--- src/design/tm16_pkg.sv ---
// constants shared by the 16-bit timer counter core and its tick generator
package tm16_pkg;
   // byte locations on the 8-bit host bus
   localparam logic [3:0] TM16_ADDR_CONTROL_A   = 4'h0;
   localparam logic [3:0] TM16_ADDR_CONTROL_B   = 4'h1;
   localparam logic [3:0] TM16_ADDR_COUNT_LOW   = 4'h4;
   localparam logic [3:0] TM16_ADDR_COUNT_HIGH  = 4'h5;
   localparam logic [3:0] TM16_ADDR_CAPT_LOW    = 4'h6;
   localparam logic [3:0] TM16_ADDR_CAPT_HIGH   = 4'h7;
   localparam logic [3:0] TM16_ADDR_CMPA_LOW    = 4'h8;
   localparam logic [3:0] TM16_ADDR_CMPA_HIGH   = 4'h9;
   localparam logic [3:0] TM16_ADDR_CMPB_LOW    = 4'hA;
   localparam logic [3:0] TM16_ADDR_CMPB_HIGH   = 4'hB;
   // field positions
   localparam int TM16_CS_LSB      = 0;          // clock select in control b
   localparam int TM16_WGM_B_LSB   = 3;          // waveform mode bits 3:2 at bits 4:3 of control b
   localparam int TM16_WGM_A_LSB   = 0;          // waveform mode bits 1:0 in control a
   // reset values
   localparam logic [7:0]  TM16_BYTE_RST  = 8'h00;
   localparam logic [15:0] TM16_WORD_RST  = 16'h0000;
   // counter extremes
   localparam logic [15:0] TM16_BOTTOM    = 16'h0000;
   localparam logic [15:0] TM16_MAX       = 16'hFFFF;
   localparam logic [15:0] TM16_TOP_8     = 16'h00FF;
   localparam logic [15:0] TM16_TOP_9     = 16'h01FF;
   localparam logic [15:0] TM16_TOP_10    = 16'h03FF;
   localparam logic [15:0] TM16_ONE       = 16'h0001;
   // clock select codes
   localparam logic [2:0] TM16_CS_STOP    = 3'h0;
   localparam logic [2:0] TM16_CS_DIV1    = 3'h1;
   localparam logic [2:0] TM16_CS_DIV8    = 3'h2;
   localparam logic [2:0] TM16_CS_DIV64   = 3'h3;
   localparam logic [2:0] TM16_CS_DIV256  = 3'h4;
   localparam logic [2:0] TM16_CS_DIV1024 = 3'h5;
   localparam logic [2:0] TM16_CS_EXT_FALL = 3'h6;
   // prescaler masks (divisor minus one)
   localparam logic [9:0] TM16_PS_M8      = 10'h007;
   localparam logic [9:0] TM16_PS_M64     = 10'h03F;
   localparam logic [9:0] TM16_PS_M256    = 10'h0FF;
   localparam logic [9:0] TM16_PS_M1024   = 10'h3FF;
   localparam logic [9:0] TM16_PS_ONE     = 10'h001;
   localparam logic [9:0] TM16_PS_ZERO    = 10'h000;
   // waveform mode codes
   localparam logic [3:0] TM16_WGM_NORMAL   = 4'h0;
   localparam logic [3:0] TM16_WGM_PC8      = 4'h1;
   localparam logic [3:0] TM16_WGM_PC9      = 4'h2;
   localparam logic [3:0] TM16_WGM_PC10     = 4'h3;
   localparam logic [3:0] TM16_WGM_CTC_A    = 4'h4;
   localparam logic [3:0] TM16_WGM_FAST8    = 4'h5;
   localparam logic [3:0] TM16_WGM_FAST9    = 4'h6;
   localparam logic [3:0] TM16_WGM_FAST10   = 4'h7;
   localparam logic [3:0] TM16_WGM_PFC_CAP  = 4'h8;
   localparam logic [3:0] TM16_WGM_PFC_A    = 4'h9;
   localparam logic [3:0] TM16_WGM_PC_CAP   = 4'hA;
   localparam logic [3:0] TM16_WGM_PC_A     = 4'hB;
   localparam logic [3:0] TM16_WGM_CTC_CAP  = 4'hC;
   localparam logic [3:0] TM16_WGM_FAST_CAP = 4'hE;
   localparam logic [3:0] TM16_WGM_FAST_A   = 4'hF;
endpackage

--- src/design/tm16_counter_core.sv ---
// 16-bit timer counter core with byte-wide host access and shared staging byte
`timescale 1ns/1ps
`default_nettype none
module tm16_counter_core
   import tm16_pkg::*;
(
   input  wire logic        ref_clk,           // system clock, 250 MHz
   input  wire logic        rst,               // async reset, active high
   input  wire logic        timer_power_off,   // high holds the timer disabled
   input  wire logic [3:0]  bus_addr,          // byte location
   input  wire logic        bus_wr,            // byte write strobe
   input  wire logic        bus_rd,            // byte read strobe
   input  wire logic [7:0]  bus_wdata,         // write data
   input  wire logic        ext_pin,           // external timer clock
   input  wire logic        capture_event,     // capture strobe from outside
   output logic [7:0]       bus_rdata,         // read data, one cycle after read
   output logic             overflow_flag,     // one-cycle overflow pulse
   output logic [15:0]      count_value        // live counter value
);
   logic [7:0]  control_a_r;      // control a
   logic [7:0]  control_b_r;      // control b
   logic [7:0]  staging_r;        // shared high-byte staging register
   logic [15:0] count_r;          // counter
   logic [15:0] compare_a_r;      // compare value a
   logic [15:0] compare_b_r;      // compare value b
   logic [15:0] capture_r;        // capture value
   logic        dir_down_r;       // counting down in dual-slope modes
   logic [7:0]  rdata_r;          // read data register
   logic        ovf_r;            // overflow pulse register
   logic        timer_tick;       // tick enable from generator
   logic        enabled;          // module powered
   logic [3:0]  waveform_mode;    // combined mode field
   logic [15:0] top_value;        // top of current sequence
   logic        dual_slope;       // up-down counting mode
   logic        fast_mode;        // single slope with overflow at top
   logic        capture_is_top;   // capture register defines top
   logic        wr_count_low;     // host loads the counter

   // power gating: a set power-off bit freezes ticks and ignores every access
   assign enabled      = ~timer_power_off;
   // waveform mode bits live in both control registers
   assign waveform_mode = {control_b_r[TM16_WGM_B_LSB+1 -: 2],
                           control_a_r[TM16_WGM_A_LSB+1 -: 2]};
   // taken low write of the count; it outranks any tick in the same cycle
   assign wr_count_low = enabled & bus_wr & (bus_addr == TM16_ADDR_COUNT_LOW);

   // timer tick source selection
   // the tick is registered, so the count steps one cycle after the source edge
   tm16_tick_gen u_tick (
      .ref_clk      (ref_clk),
      .rst          (rst),
      .enable       (enabled),
      .clock_select (control_b_r[TM16_CS_LSB+2 -: 3]),
      .ext_pin      (ext_pin),
      .timer_tick   (timer_tick)
   );

   // top value and counting style per mode
   always_comb begin
      top_value      = TM16_MAX;
      dual_slope     = 1'b0;
      fast_mode      = 1'b0;
      capture_is_top = 1'b0;
      // fixed tops from the package, movable tops from compare a or capture
      case (waveform_mode)
         TM16_WGM_PC8:      begin top_value = TM16_TOP_8;  dual_slope = 1'b1; end
         TM16_WGM_PC9:      begin top_value = TM16_TOP_9;  dual_slope = 1'b1; end
         TM16_WGM_PC10:     begin top_value = TM16_TOP_10; dual_slope = 1'b1; end
         TM16_WGM_CTC_A:    top_value = compare_a_r;
         TM16_WGM_FAST8:    begin top_value = TM16_TOP_8;  fast_mode = 1'b1; end
         TM16_WGM_FAST9:    begin top_value = TM16_TOP_9;  fast_mode = 1'b1; end
         TM16_WGM_FAST10:   begin top_value = TM16_TOP_10; fast_mode = 1'b1; end
         TM16_WGM_PFC_CAP, TM16_WGM_PC_CAP: begin
            top_value = capture_r;
            dual_slope = 1'b1;
            capture_is_top = 1'b1;
         end
         TM16_WGM_PFC_A, TM16_WGM_PC_A: begin
            top_value = compare_a_r;
            dual_slope = 1'b1;
         end
         TM16_WGM_CTC_CAP:  begin top_value = capture_r; capture_is_top = 1'b1; end
         TM16_WGM_FAST_CAP: begin
            top_value = capture_r;
            fast_mode = 1'b1;
            capture_is_top = 1'b1;
         end
         TM16_WGM_FAST_A:   begin top_value = compare_a_r; fast_mode = 1'b1; end
         default:           top_value = TM16_MAX;       // normal and reserved
      endcase
   end

   // control registers carry no access restriction beyond the power-off gate
   // a write here changes source and mode from the next cycle on
   always_ff @(posedge ref_clk or posedge rst) begin
      if (rst) begin
         control_a_r <= TM16_BYTE_RST;
         control_b_r <= TM16_BYTE_RST;
      end else if (enabled && bus_wr) begin
         if (bus_addr == TM16_ADDR_CONTROL_A) begin
            control_a_r <= bus_wdata;
         end
         if (bus_addr == TM16_ADDR_CONTROL_B) begin
            control_b_r <= bus_wdata;
         end
      end
   end

   // shared staging byte: high writes fill it, count and capture low reads refill it
   // one byte for all words: an interleaved access elsewhere corrupts it
   always_ff @(posedge ref_clk or posedge rst) begin
      if (rst) begin
         staging_r <= TM16_BYTE_RST;
      end else if (enabled && bus_wr &&
                   (bus_addr == TM16_ADDR_COUNT_HIGH || bus_addr == TM16_ADDR_CAPT_HIGH ||
                    bus_addr == TM16_ADDR_CMPA_HIGH || bus_addr == TM16_ADDR_CMPB_HIGH)) begin
         staging_r <= bus_wdata;
      end else if (enabled && bus_rd) begin
         case (bus_addr)
            TM16_ADDR_COUNT_LOW: staging_r <= count_r[15:8];
            TM16_ADDR_CAPT_LOW:  staging_r <= capture_r[15:8];
            default:             staging_r <= staging_r;            // all other reads, compare included
         endcase
      end
   end

   // compare values load whole on the low-byte write
   // no double buffering: the new word is live in the next cycle
   always_ff @(posedge ref_clk or posedge rst) begin
      if (rst) begin
         compare_a_r <= TM16_WORD_RST;
         compare_b_r <= TM16_WORD_RST;
      end else if (enabled && bus_wr) begin
         if (bus_addr == TM16_ADDR_CMPA_LOW) begin
            compare_a_r <= {staging_r, bus_wdata};
         end
         if (bus_addr == TM16_ADDR_CMPB_LOW) begin
            compare_b_r <= {staging_r, bus_wdata};
         end
      end
   end

   // capture value: host writes only where it defines top
   // events are ignored while capture defines top, so top never jumps
   always_ff @(posedge ref_clk or posedge rst) begin
      if (rst) begin
         capture_r <= TM16_WORD_RST;
      end else if (enabled && bus_wr && capture_is_top &&
                   bus_addr == TM16_ADDR_CAPT_LOW) begin
         capture_r <= {staging_r, bus_wdata};
      end else if (enabled && capture_event && !capture_is_top) begin
         capture_r <= count_r;
      end
   end

   // counter: host write first, otherwise one step per tick
   always_ff @(posedge ref_clk or posedge rst) begin
      if (rst) begin
         count_r    <= TM16_WORD_RST;
         dir_down_r <= 1'b0;
         ovf_r      <= 1'b0;
      end else begin
         // overflow is a pulse: it drops unless set again below
         ovf_r <= 1'b0;
         if (wr_count_low) begin
            count_r <= {staging_r, bus_wdata};
         end else if (timer_tick) begin
            // dual slope: up to top, down to bottom, flag at the bottom turn
            if (dual_slope) begin
               if (!dir_down_r) begin
                  if (count_r >= top_value) begin                   // top reached
                     dir_down_r <= 1'b1;
                     count_r    <= top_value - TM16_ONE;
                  end else begin
                     count_r <= count_r + TM16_ONE;
                  end
               end else if (count_r == TM16_BOTTOM) begin
                  dir_down_r <= 1'b0;                               // bottom reached
                  count_r    <= TM16_ONE;
                  ovf_r      <= 1'b1;
               end else begin
                  count_r <= count_r - TM16_ONE;
               end
            end else if (count_r == top_value) begin
               // single slope: clear at top; above a low top it wraps past max
               count_r <= TM16_BOTTOM;                              // clear at top
               ovf_r   <= fast_mode | (top_value == TM16_MAX);
            end else begin
               count_r <= count_r + TM16_ONE;
               ovf_r   <= (count_r == TM16_MAX);                    // wrap above top
            end
         end
         // leaving a dual-slope mode always restarts counting upward
         if (!dual_slope) begin
            dir_down_r <= 1'b0;
         end
      end
   end

   // read mux; high locations of count and capture return the staging byte
   // ignored reads leave the last data standing on the bus
   always_ff @(posedge ref_clk or posedge rst) begin
      if (rst) begin
         rdata_r <= TM16_BYTE_RST;
      end else if (enabled && bus_rd) begin
         case (bus_addr)
            TM16_ADDR_CONTROL_A:  rdata_r <= control_a_r;
            TM16_ADDR_CONTROL_B:  rdata_r <= control_b_r;
            TM16_ADDR_COUNT_LOW:  rdata_r <= count_r[7:0];
            TM16_ADDR_COUNT_HIGH: rdata_r <= staging_r;
            TM16_ADDR_CAPT_LOW:   rdata_r <= capture_r[7:0];
            TM16_ADDR_CAPT_HIGH:  rdata_r <= staging_r;
            TM16_ADDR_CMPA_LOW:   rdata_r <= compare_a_r[7:0];
            TM16_ADDR_CMPA_HIGH:  rdata_r <= compare_a_r[15:8];     // direct
            TM16_ADDR_CMPB_LOW:   rdata_r <= compare_b_r[7:0];
            TM16_ADDR_CMPB_HIGH:  rdata_r <= compare_b_r[15:8];     // direct
            default:              rdata_r <= TM16_BYTE_RST;         // unmapped reads zero
         endcase
      end
   end

   // every output is a register, never a combinational path
   assign bus_rdata     = rdata_r;
   assign overflow_flag = ovf_r;
   assign count_value   = count_r;
endmodule
`default_nettype wire

--- src/design/tm16_tick_gen.sv ---
// timer tick generator: prescaler and external pin edge selection
`timescale 1ns/1ps
`default_nettype none
module tm16_tick_gen
   import tm16_pkg::*;
(
   input  wire logic       ref_clk,        // system clock
   input  wire logic       rst,            // async reset, active high
   input  wire logic       enable,         // module powered
   input  wire logic [2:0] clock_select,   // source select
   input  wire logic       ext_pin,        // external clock pin, synchronous
   output logic            timer_tick      // one-cycle tick enable
);
   logic [9:0] presc_r;                    // free running prescaler
   logic       ext_prev_r;                 // previous external pin level
   logic       tick_r;                     // registered tick

   // prescaler runs while the module is powered
   always_ff @(posedge ref_clk or posedge rst) begin
      if (rst) begin
         presc_r <= TM16_PS_ZERO;
      end else if (enable) begin
         presc_r <= presc_r + TM16_PS_ONE;
      end
   end

   // external edge history
   always_ff @(posedge ref_clk or posedge rst) begin
      if (rst) begin
         ext_prev_r <= 1'b0;
      end else begin
         ext_prev_r <= ext_pin;
      end
   end

   // source selection; code zero gives no tick at all
   always_ff @(posedge ref_clk or posedge rst) begin
      if (rst) begin
         tick_r <= 1'b0;
      end else if (!enable) begin
         tick_r <= 1'b0;
      end else begin
         case (clock_select)
            TM16_CS_STOP:     tick_r <= 1'b0;
            TM16_CS_DIV1:     tick_r <= 1'b1;
            TM16_CS_DIV8:     tick_r <= (presc_r & TM16_PS_M8) == TM16_PS_M8;
            TM16_CS_DIV64:    tick_r <= (presc_r & TM16_PS_M64) == TM16_PS_M64;
            TM16_CS_DIV256:   tick_r <= (presc_r & TM16_PS_M256) == TM16_PS_M256;
            TM16_CS_DIV1024:  tick_r <= presc_r == TM16_PS_M1024;
            TM16_CS_EXT_FALL: tick_r <= ext_prev_r & ~ext_pin;
            default:          tick_r <= ~ext_prev_r & ext_pin;   // rising edge
         endcase
      end
   end

   assign timer_tick = tick_r;
endmodule
`default_nettype wire

--- config.mk ---
export PLATFORM = sky130hd
export DESIGN_NAME = tm16_counter_core
export DESIGN_NICKNAME = d
export VERILOG_FILES = /design/src/design/tm16_pkg.sv /design/src/design/tm16_counter_core.sv /design/src/design/tm16_tick_gen.sv
export SDC_FILE = /design/constraint.sdc
export NUM_CORES = 1
export LEC_CHECK = 0
export ABC_CLOCK_PERIOD_IN_PS = 4900
export BUFFER_PORTS_ARGS = -buffer_cell sky130_fd_sc_hd__buf_2
export CORE_ASPECT_RATIO = 1.75
export CORE_MARGIN = 2
export CORE_UTILIZATION = 62
export DETAILED_ROUTE_END_ITERATION = 10
export PLACE_DENSITY = 0.9
export SYNTH_ARGS = -nofsm -noshare
export SYNTH_HDL_FRONTEND = slang
export SYNTH_SLANG_ARGS = --single-unit
export TNS_END_PERCENT = 50
--- constraint.sdc ---
create_clock -name ref_clk -period 4.9 [get_ports ref_clk]
set_input_delay 0.98 -clock ref_clk [delete_from_list [all_inputs] [get_ports ref_clk]]
set_output_delay 0.98 -clock ref_clk [all_outputs]
set_load 0.01 [all_outputs]
* After elaboration in Yosys (flattened, before gate mapping) *
Cells that the tools add are included.

cells by class
  bitwise operators = 8
  multiplexer cells = 31
  add/sub/neg operators = 4
  eq/ne operators = 38
  reduce and logical (&&, ||, !) cells = 32
  $lt $le $gt $ge = 1

operators by type and width
  operator                                                              count
  16-bit 2-to-1 mux                                                     9
  16-bit case mux with 5 select lines                                   1
  8-bit case mux with 9 select lines                                    1
  4-bit == test, second input constant                                  11
  16-bit == test, second input constant                                 2
  4-bit by 3-bit == test with 1-bit output, second input constant       8
  16-bit by 1-bit subtractor with 16-bit output, second input constant  2
  16-bit by 1-bit adder with 16-bit output, second input constant       1
  16-bit == test                                                        1
  16-bit greater-or-equal comparator                                    1
  16-bit zero test                                                      1
  1-bit 2-to-1 mux                                                      16
  8-bit 2-to-1 mux                                                      2
  8-bit case mux with 2 select lines                                    1
  3-bit == test, second input constant                                  4
  2-bit AND reduction                                                   6
  10-bit by 1-bit adder with 10-bit output, second input constant       1
  10-bit == test, second input constant                                 1
  4-bit by 1-bit == test with 1-bit output, second input constant       2
  4-bit by 2-bit == test with 1-bit output, second input constant       2
  8-bit == test, second input constant                                  1
  2-bit OR reduction                                                    4
  4-bit OR reduction                                                    2
  1-bit logical AND                                                     7
  other kinds (17)                                                      27

word-level totals
  output and inout port bits = 25
  word-level logic and storage cells = 127
  register bits = 110
  input port bits = 19

* Logic depth before layout (Yosys ltp) *
  depth in word-level cells = 9
  gate-level depth with buffers = 16
  mapped depth without buffers = 12

* Hierarchy *
A second synthesis with hierarchy kept.

second synthesis, totals
  cell total of the unflattened synthesis = 881
  area total of the unflattened synthesis = 7,811.2 um2

modules (own cells, without submodules)
  module             seq. area each (um2)  instances  area an instance (um2)  cells each
  tm16_counter_core  2,452.4               1          7,226.9                 832
  tm16_tick_gen      300.3                 1          584.3                   49

* Least setup slack after synthesis *
OpenSTA, ideal clock, no wires.

  path kind = flip-flop to flip-flop
  start = register control_b_r[4]
  end = register count_r[10] (netlist: count_value[10])
  period minus slack after synthesis = 3.643 ns
  stages on the path, launching flop included = 15
  buffers on the path = 2
  library setup time = 0.143 ns
  setup slack = 1.257 ns
  data arrival time = 3.500 ns
  data required time = 4.757 ns
  path through = dfrtp_1 or4b_4 a21bo_2 o2111ai_1 inv_1 ha_1 nand4_1 nor4_2 a211o_1 or3_1 clkbuf_1 clkbuf_1 o22ai_1 a22oi_1 o21ai_0

on the way
  longest elaborated chain between the ends = 9
  elaborated cells on any way between the ends = 31
  those cells by class = add/sub: 1; order compare: 1; eq/ne: 15; mux: 8; reduce/logical: 6

ends and longest elaborated chain
  what                                                                                                        RTL line                                            text
  from (decl)                                                                                                 tm16_counter_core.sv:21                             logic [7:0] control_b_r;
  from (signal assigned)                                                                                      tm16_counter_core.sv:104                            control_b_r <= bus_wdata;
  4-bit == test, or another cell as far along                                                                 tm16_counter_core.sv:65                             case (waveform_mode)
  4-bit OR reduction (no line) / 2-bit OR reduction (equally long branches)                                   -
  16-bit case mux with 5 select lines                                                                         tm16_counter_core.sv:65
  16-bit by 1-bit subtractor with 16-bit output / 16-bit greater-or-equal comparator (equally long branches)  tm16_counter_core.sv:173, tm16_counter_core.sv:171
  16-bit 2-to-1 mux                                                                                           tm16_counter_core.sv:171                            if (count_r >= top_value) begin
  16-bit 2-to-1 mux                                                                                           tm16_counter_core.sv:170                            if (!dir_down_r) begin
  16-bit 2-to-1 mux (*)                                                                                       tm16_counter_core.sv:169                            if (dual_slope) begin
  16-bit 2-to-1 mux (*)                                                                                       tm16_counter_core.sv:167                            end else if (timer_tick) begin
  16-bit 2-to-1 mux (*)                                                                                       tm16_counter_core.sv:165                            if (wr_count_low) begin
  to (signal assigned)                                                                                        tm16_counter_core.sv:166                            count_r <= {staging_r, bus_wdata};
  to (signal assigned)                                                                                        tm16_counter_core.sv:173                            count_r <= top_value - TM16_ONE;
  to (signal assigned)                                                                                        tm16_counter_core.sv:175                            count_r <= count_r + TM16_ONE;
  to (decl)                                                                                                   tm16_counter_core.sv:23                             logic [15:0] count_r;

Mark *: on every way between the ends. The rest lies on a longest branch, timed or not. The select of a mux whose other input is x is not followed.
A chain may end at the register's enable or synchronous reset.

* Worst setup path in the final report *
  start = register control_a_r[1]
  end = register count_r[13] (netlist: count_value[13])

on the way
  longest elaborated chain between the ends = 9
  elaborated cells on any way between the ends = 31
  those cells by class = add/sub: 1; order compare: 1; eq/ne: 15; mux: 8; reduce/logical: 6

ends and longest elaborated chain
  what                                                                                                        RTL line                                            text
  from (decl)                                                                                                 tm16_counter_core.sv:20                             logic [7:0] control_a_r;
  from (signal assigned)                                                                                      tm16_counter_core.sv:101                            control_a_r <= bus_wdata;
  4-bit == test, or another cell as far along                                                                 tm16_counter_core.sv:65
  4-bit OR reduction (no line) / 2-bit OR reduction (equally long branches)                                   -
  16-bit case mux with 5 select lines                                                                         tm16_counter_core.sv:65
  16-bit by 1-bit subtractor with 16-bit output / 16-bit greater-or-equal comparator (equally long branches)  tm16_counter_core.sv:173, tm16_counter_core.sv:171
  16-bit 2-to-1 mux                                                                                           tm16_counter_core.sv:171
  16-bit 2-to-1 mux                                                                                           tm16_counter_core.sv:170
  16-bit 2-to-1 mux (*)                                                                                       tm16_counter_core.sv:169
  16-bit 2-to-1 mux (*)                                                                                       tm16_counter_core.sv:167
  16-bit 2-to-1 mux (*)                                                                                       tm16_counter_core.sv:165

Marks and branches as above.

==> run_results.csv <==
group,metric,value,unit
global_routing,grt-ovfl-total,0,
yosys,synthFlopType,"dfrtp_1",
power,p_int,2.358,mW
cts,tritoncts,"built",
timing,worst_pin_slew,1.031,ns
die,die_x,88.35,µm
global_routing,grt_use_met3,0.07963,
timing,skew,0.01291,ns
place,gp_congestion,1.017,
timing,setup_viol,0,
layout,drive_gt1_frac,0.1581,
cts,hold_buffers,0,
route,vias,7498,
die,row_count,54,
timing,tns,0,ns
route,drt-wirelength-per-cell,24.68,µm
power,swShare,0.4713,
yosys,synth_fp_nets,927,
global_routing,gr-max-usage-layer,"met2",
power,power.switching,2.102,mW
global_routing,met2_usage,0.6695,
global_routing,grt_antenna_before_repair,0,
die,fp.coreArea,12300,µm²
critical_path,critPathLaunchType,"flop",
power,p_per_area,534.5,nW/µm²
cts,post-cts-setup-buffers,0,
critical_path,critical_path_required,5.14,ns
critical_path,worstPathArrival,4.52,ns
layout,area_growth,8.071,%
min_path,holdCritPathClass,"flop to flop",
route,detail_route.iter0.violations,798,
job,maxCapViolCount,0,
cts,clk_latency,0.37,ns
global_routing,grt_pass1_vias,7321,
yosys,netlist_area,7720,µm²
yosys,synth_area_leaders,"dfrtp_1 36%, mux2_2 6.7%, nand2_1 4.6%",
layout,diodes,0,
yosys,yosysTopAreaCellShare,0.3566,
route,wl,26310,µm
timing,hold_viol_final,0,
yosys,synth_cells,885,
layout,final_core_util,0.6785,
layout,finalNetCount,935,
place,dp_hpwl,19170,µm
status,status,"finished, final reports clean",
die,die_h,151.6,µm
yosys,synth-async-reset-ratio,1.000,
power,pwr-share-comb,0.459,
cts,cts_made_buffers,9,
critical_path,crit_type,"flop to flop",
route,drt_pass1_iterations,6,
yosys,synth.distinct_cells,72,
yosys,synth_area_per_cell,8.723,µm²
timing,worst_slew_margin_rel,0.3078,
cts,htree_levels,3,
cts,cts.sinks,110,
cts,cts_buffer_depth,2,
global_routing,grtUsageTotal,0.4141,
critical_path,worstPathMaxFanout,20,
power,ir_drop,0.3207,mV
layout,fillers,1037,
yosys,synth_edf_count,0,
critical_path,end_kind,"flop",
timing,drv_slew,0,
cts,cts_root_buf,"clkbuf_16",
route,antenna_left,0,
power,pwr-share-clk,0.169,
global_routing,grt_start_max_net_pins,52,
die,initial_core_util,0.6278,
die,boundaryPins,44,
place,io_buffers,43,
route,via_per_inst,7.034,
yosys,synth_seq_cells,110,
yosys,yosysWarnings,0,
power,p_seq_frac,0.372,
power,cellLeakagePower,3.594,nW
yosys,yosysSeqAreaShare,0.3566,
yosys,synth_top_area_cell,"dfrtp_1",
cts,cts_resized,0,
route,drc,0,
global_routing,grt_pass1_wl,40970,µm
timing,fmax,233.6,MHz
cts,path_clk_slew,0.09,ns
timing,finalCritPeriodShare,0.8735,
timing,min_period,4.280,ns
die,die-area,13400,µm²
global_routing,use_met1,0.4719,
timing,rsz0062_at_grt,"false",
==> power by group through the flow <==
stage	Sequential [mW]	Combinational, mW	Clock [mW]
finish	1.66	2.05	0.751
detailed placement	1.64	1.99	0
global route	1.69	2.25	0.787
global placement	1.63	1.95	0
CTS	1.63	2.00	0.756
floorplan	1.39	1.58	0
==> registers in the layout, summed over array words and instances, names as in the netlist <==
name / flops
bus_rdata: 8
capture_r: 16
compare_a_r: 16
compare_b_r: 16
control_a_r: 8
control_b_r: 8
count_value: 16
dir_down_r: 1
overflow_flag: 1
staging_r: 8
u_tick.ext_prev_r: 1
u_tick.presc_r: 10
u_tick.timer_tick: 1
==> stage by stage <==
step           hold WS [ns]  instances  instance area (µm²)  setup slack (ns)  power (mW)
6_report             0.4861       1066                 8343            0.6197       4.460
5_1_grt              0.4936       1066                 8343            0.2347       4.728
4_1_cts              0.4815       1066                 8343            0.6575       4.386
3_5_place_dp         0.4644       1050                 8043            0.6744       3.634
3_3_place_gp         0.4594       1050                 8043            0.7999       3.588
2_1_floorplan        0.4452        885                 7720             1.018       2.973
==> layout by cell type, fill, tap and decap left out, drive strengths merged, types with 10 or more instances in the layout <==
cell    instances
a21oi          45
mux2i          25
ha             23
o22ai          16
nand4          12
nor3           26
nand2b         14
o21ai          67
a22oi          32
o211ai         12
nand2          94
inv            34
xnor2          28
nand3          25
nor2b          13
buf            59
nor2           53
nor4           15
o221ai         10
dfrtp         110
mux2           46
==> synth_stat cells (3+ instances only) <==
cell type / number
o221ai_1: 10
a22oi_1: 32
a32oi_1: 4
a21o_1: 4
or2_2: 5
a221oi_1: 5
nand3_1: 24
nand2_1: 94
xnor2_1: 28
nor4_1: 13
o211ai_1: 12
nand4_1: 12
o21ai_1: 3
or3_1: 9
a22o_1: 4
o22ai_1: 15
a21oi_1: 45
mux2_2: 46
o31ai_1: 7
clkbuf_1: 50
xor2_1: 6
nand3b_1: 3
buf_2: 5
o21ai_0: 64
dfrtp_1: 110
mux2i_1: 25
buf_1: 6
o21a_1: 4
and2_1: 7
o2111ai_1: 3
nor2_1: 53
nor3_1: 25
ha_1: 23
nor3b_1: 3
a221o_1: 3
a211o_1: 7
nand2b_1: 14
a211oi_1: 3
nor2b_1: 13
and3_1: 9
a31oi_1: 6
inv_1: 31
and3b_1: 3
==> worst max-delay path, cell delays in order (launching register included) <==
cell and delay (ns):
dfrtp_1 0.61, or4b_4 0.63, a21bo_2 0.25, o2111ai_1 0.29, inv_1 0.14, ha_1 0.33
nand4_1 0.13, nor4_2 0.52, a211o_1 0.21, or3_1 0.47, o22ai_1 0.18, a221oi_1 0.28
o31ai_1 0.11
==> logic make-up (layout without fill, tap and decap cells) <==
| kind of cell | after synthesis | in the layout | share of synthesized area |
|---|---|---|---|
| compound gates | 253 | 253 | 0.2204 |
| simple gates | 299 | 299 | 0.1953 |
| fa+ha+maj | 23 | 23 | 0.03728 |
| mux | 73 | 73 | 0.1053 |
| flops | 110 | 110 | 0.3566 |
| buf+inv | 93 | 106 | 0.04651 |
| xor+xnor | 34 | 34 | 0.03857 |
==> layer usage <==
metal	up-vias	wire (µm)	share of wire
li1	3282	-	-
met1	3542	8822	0.34
met2	517	12750	0.48
met3	157	2351	0.089
met4	0	2385	0.091
met5	-	0	0
==> worst paths after layout <==
| check | startpoint | endpoint | slack, ns | cells past startpoint |
|---|---|---|---|---|
| worst max-delay path | control_a_r[1] | count_value[13] | 0.62 | 12 |
| worst min-delay path | bus_rdata[4] | bus_rdata[4] | 0.49 | 1 |
| worst max register to register | control_a_r[1] | count_value[13] | 0.62 | 12 |
| worst min register to register | bus_rdata[4] | bus_rdata[4] | 0.49 | 1 |
| max in group asynchronous | rst | compare_a_r[0] | 3.32 | 3 |
| min in group asynchronous | rst | control_a_r[3] | 0.60 | 2 |
==> cell type report <==
cell class                      instances  area, µm²  share of cell area
Multi-Input combinational cell        682       4613              0.5529
Sequential cell                       110       2753              0.3299
Tap cell                              168      210.2             0.02520
Clock buffer                            9      225.2             0.02699
Timing Repair Buffer                   59      347.8             0.04169
Clock inverter                          7      75.07            0.008998
Inverter                               31      118.9             0.01425
No activity file was read; power rests on OpenSTA's default activity.
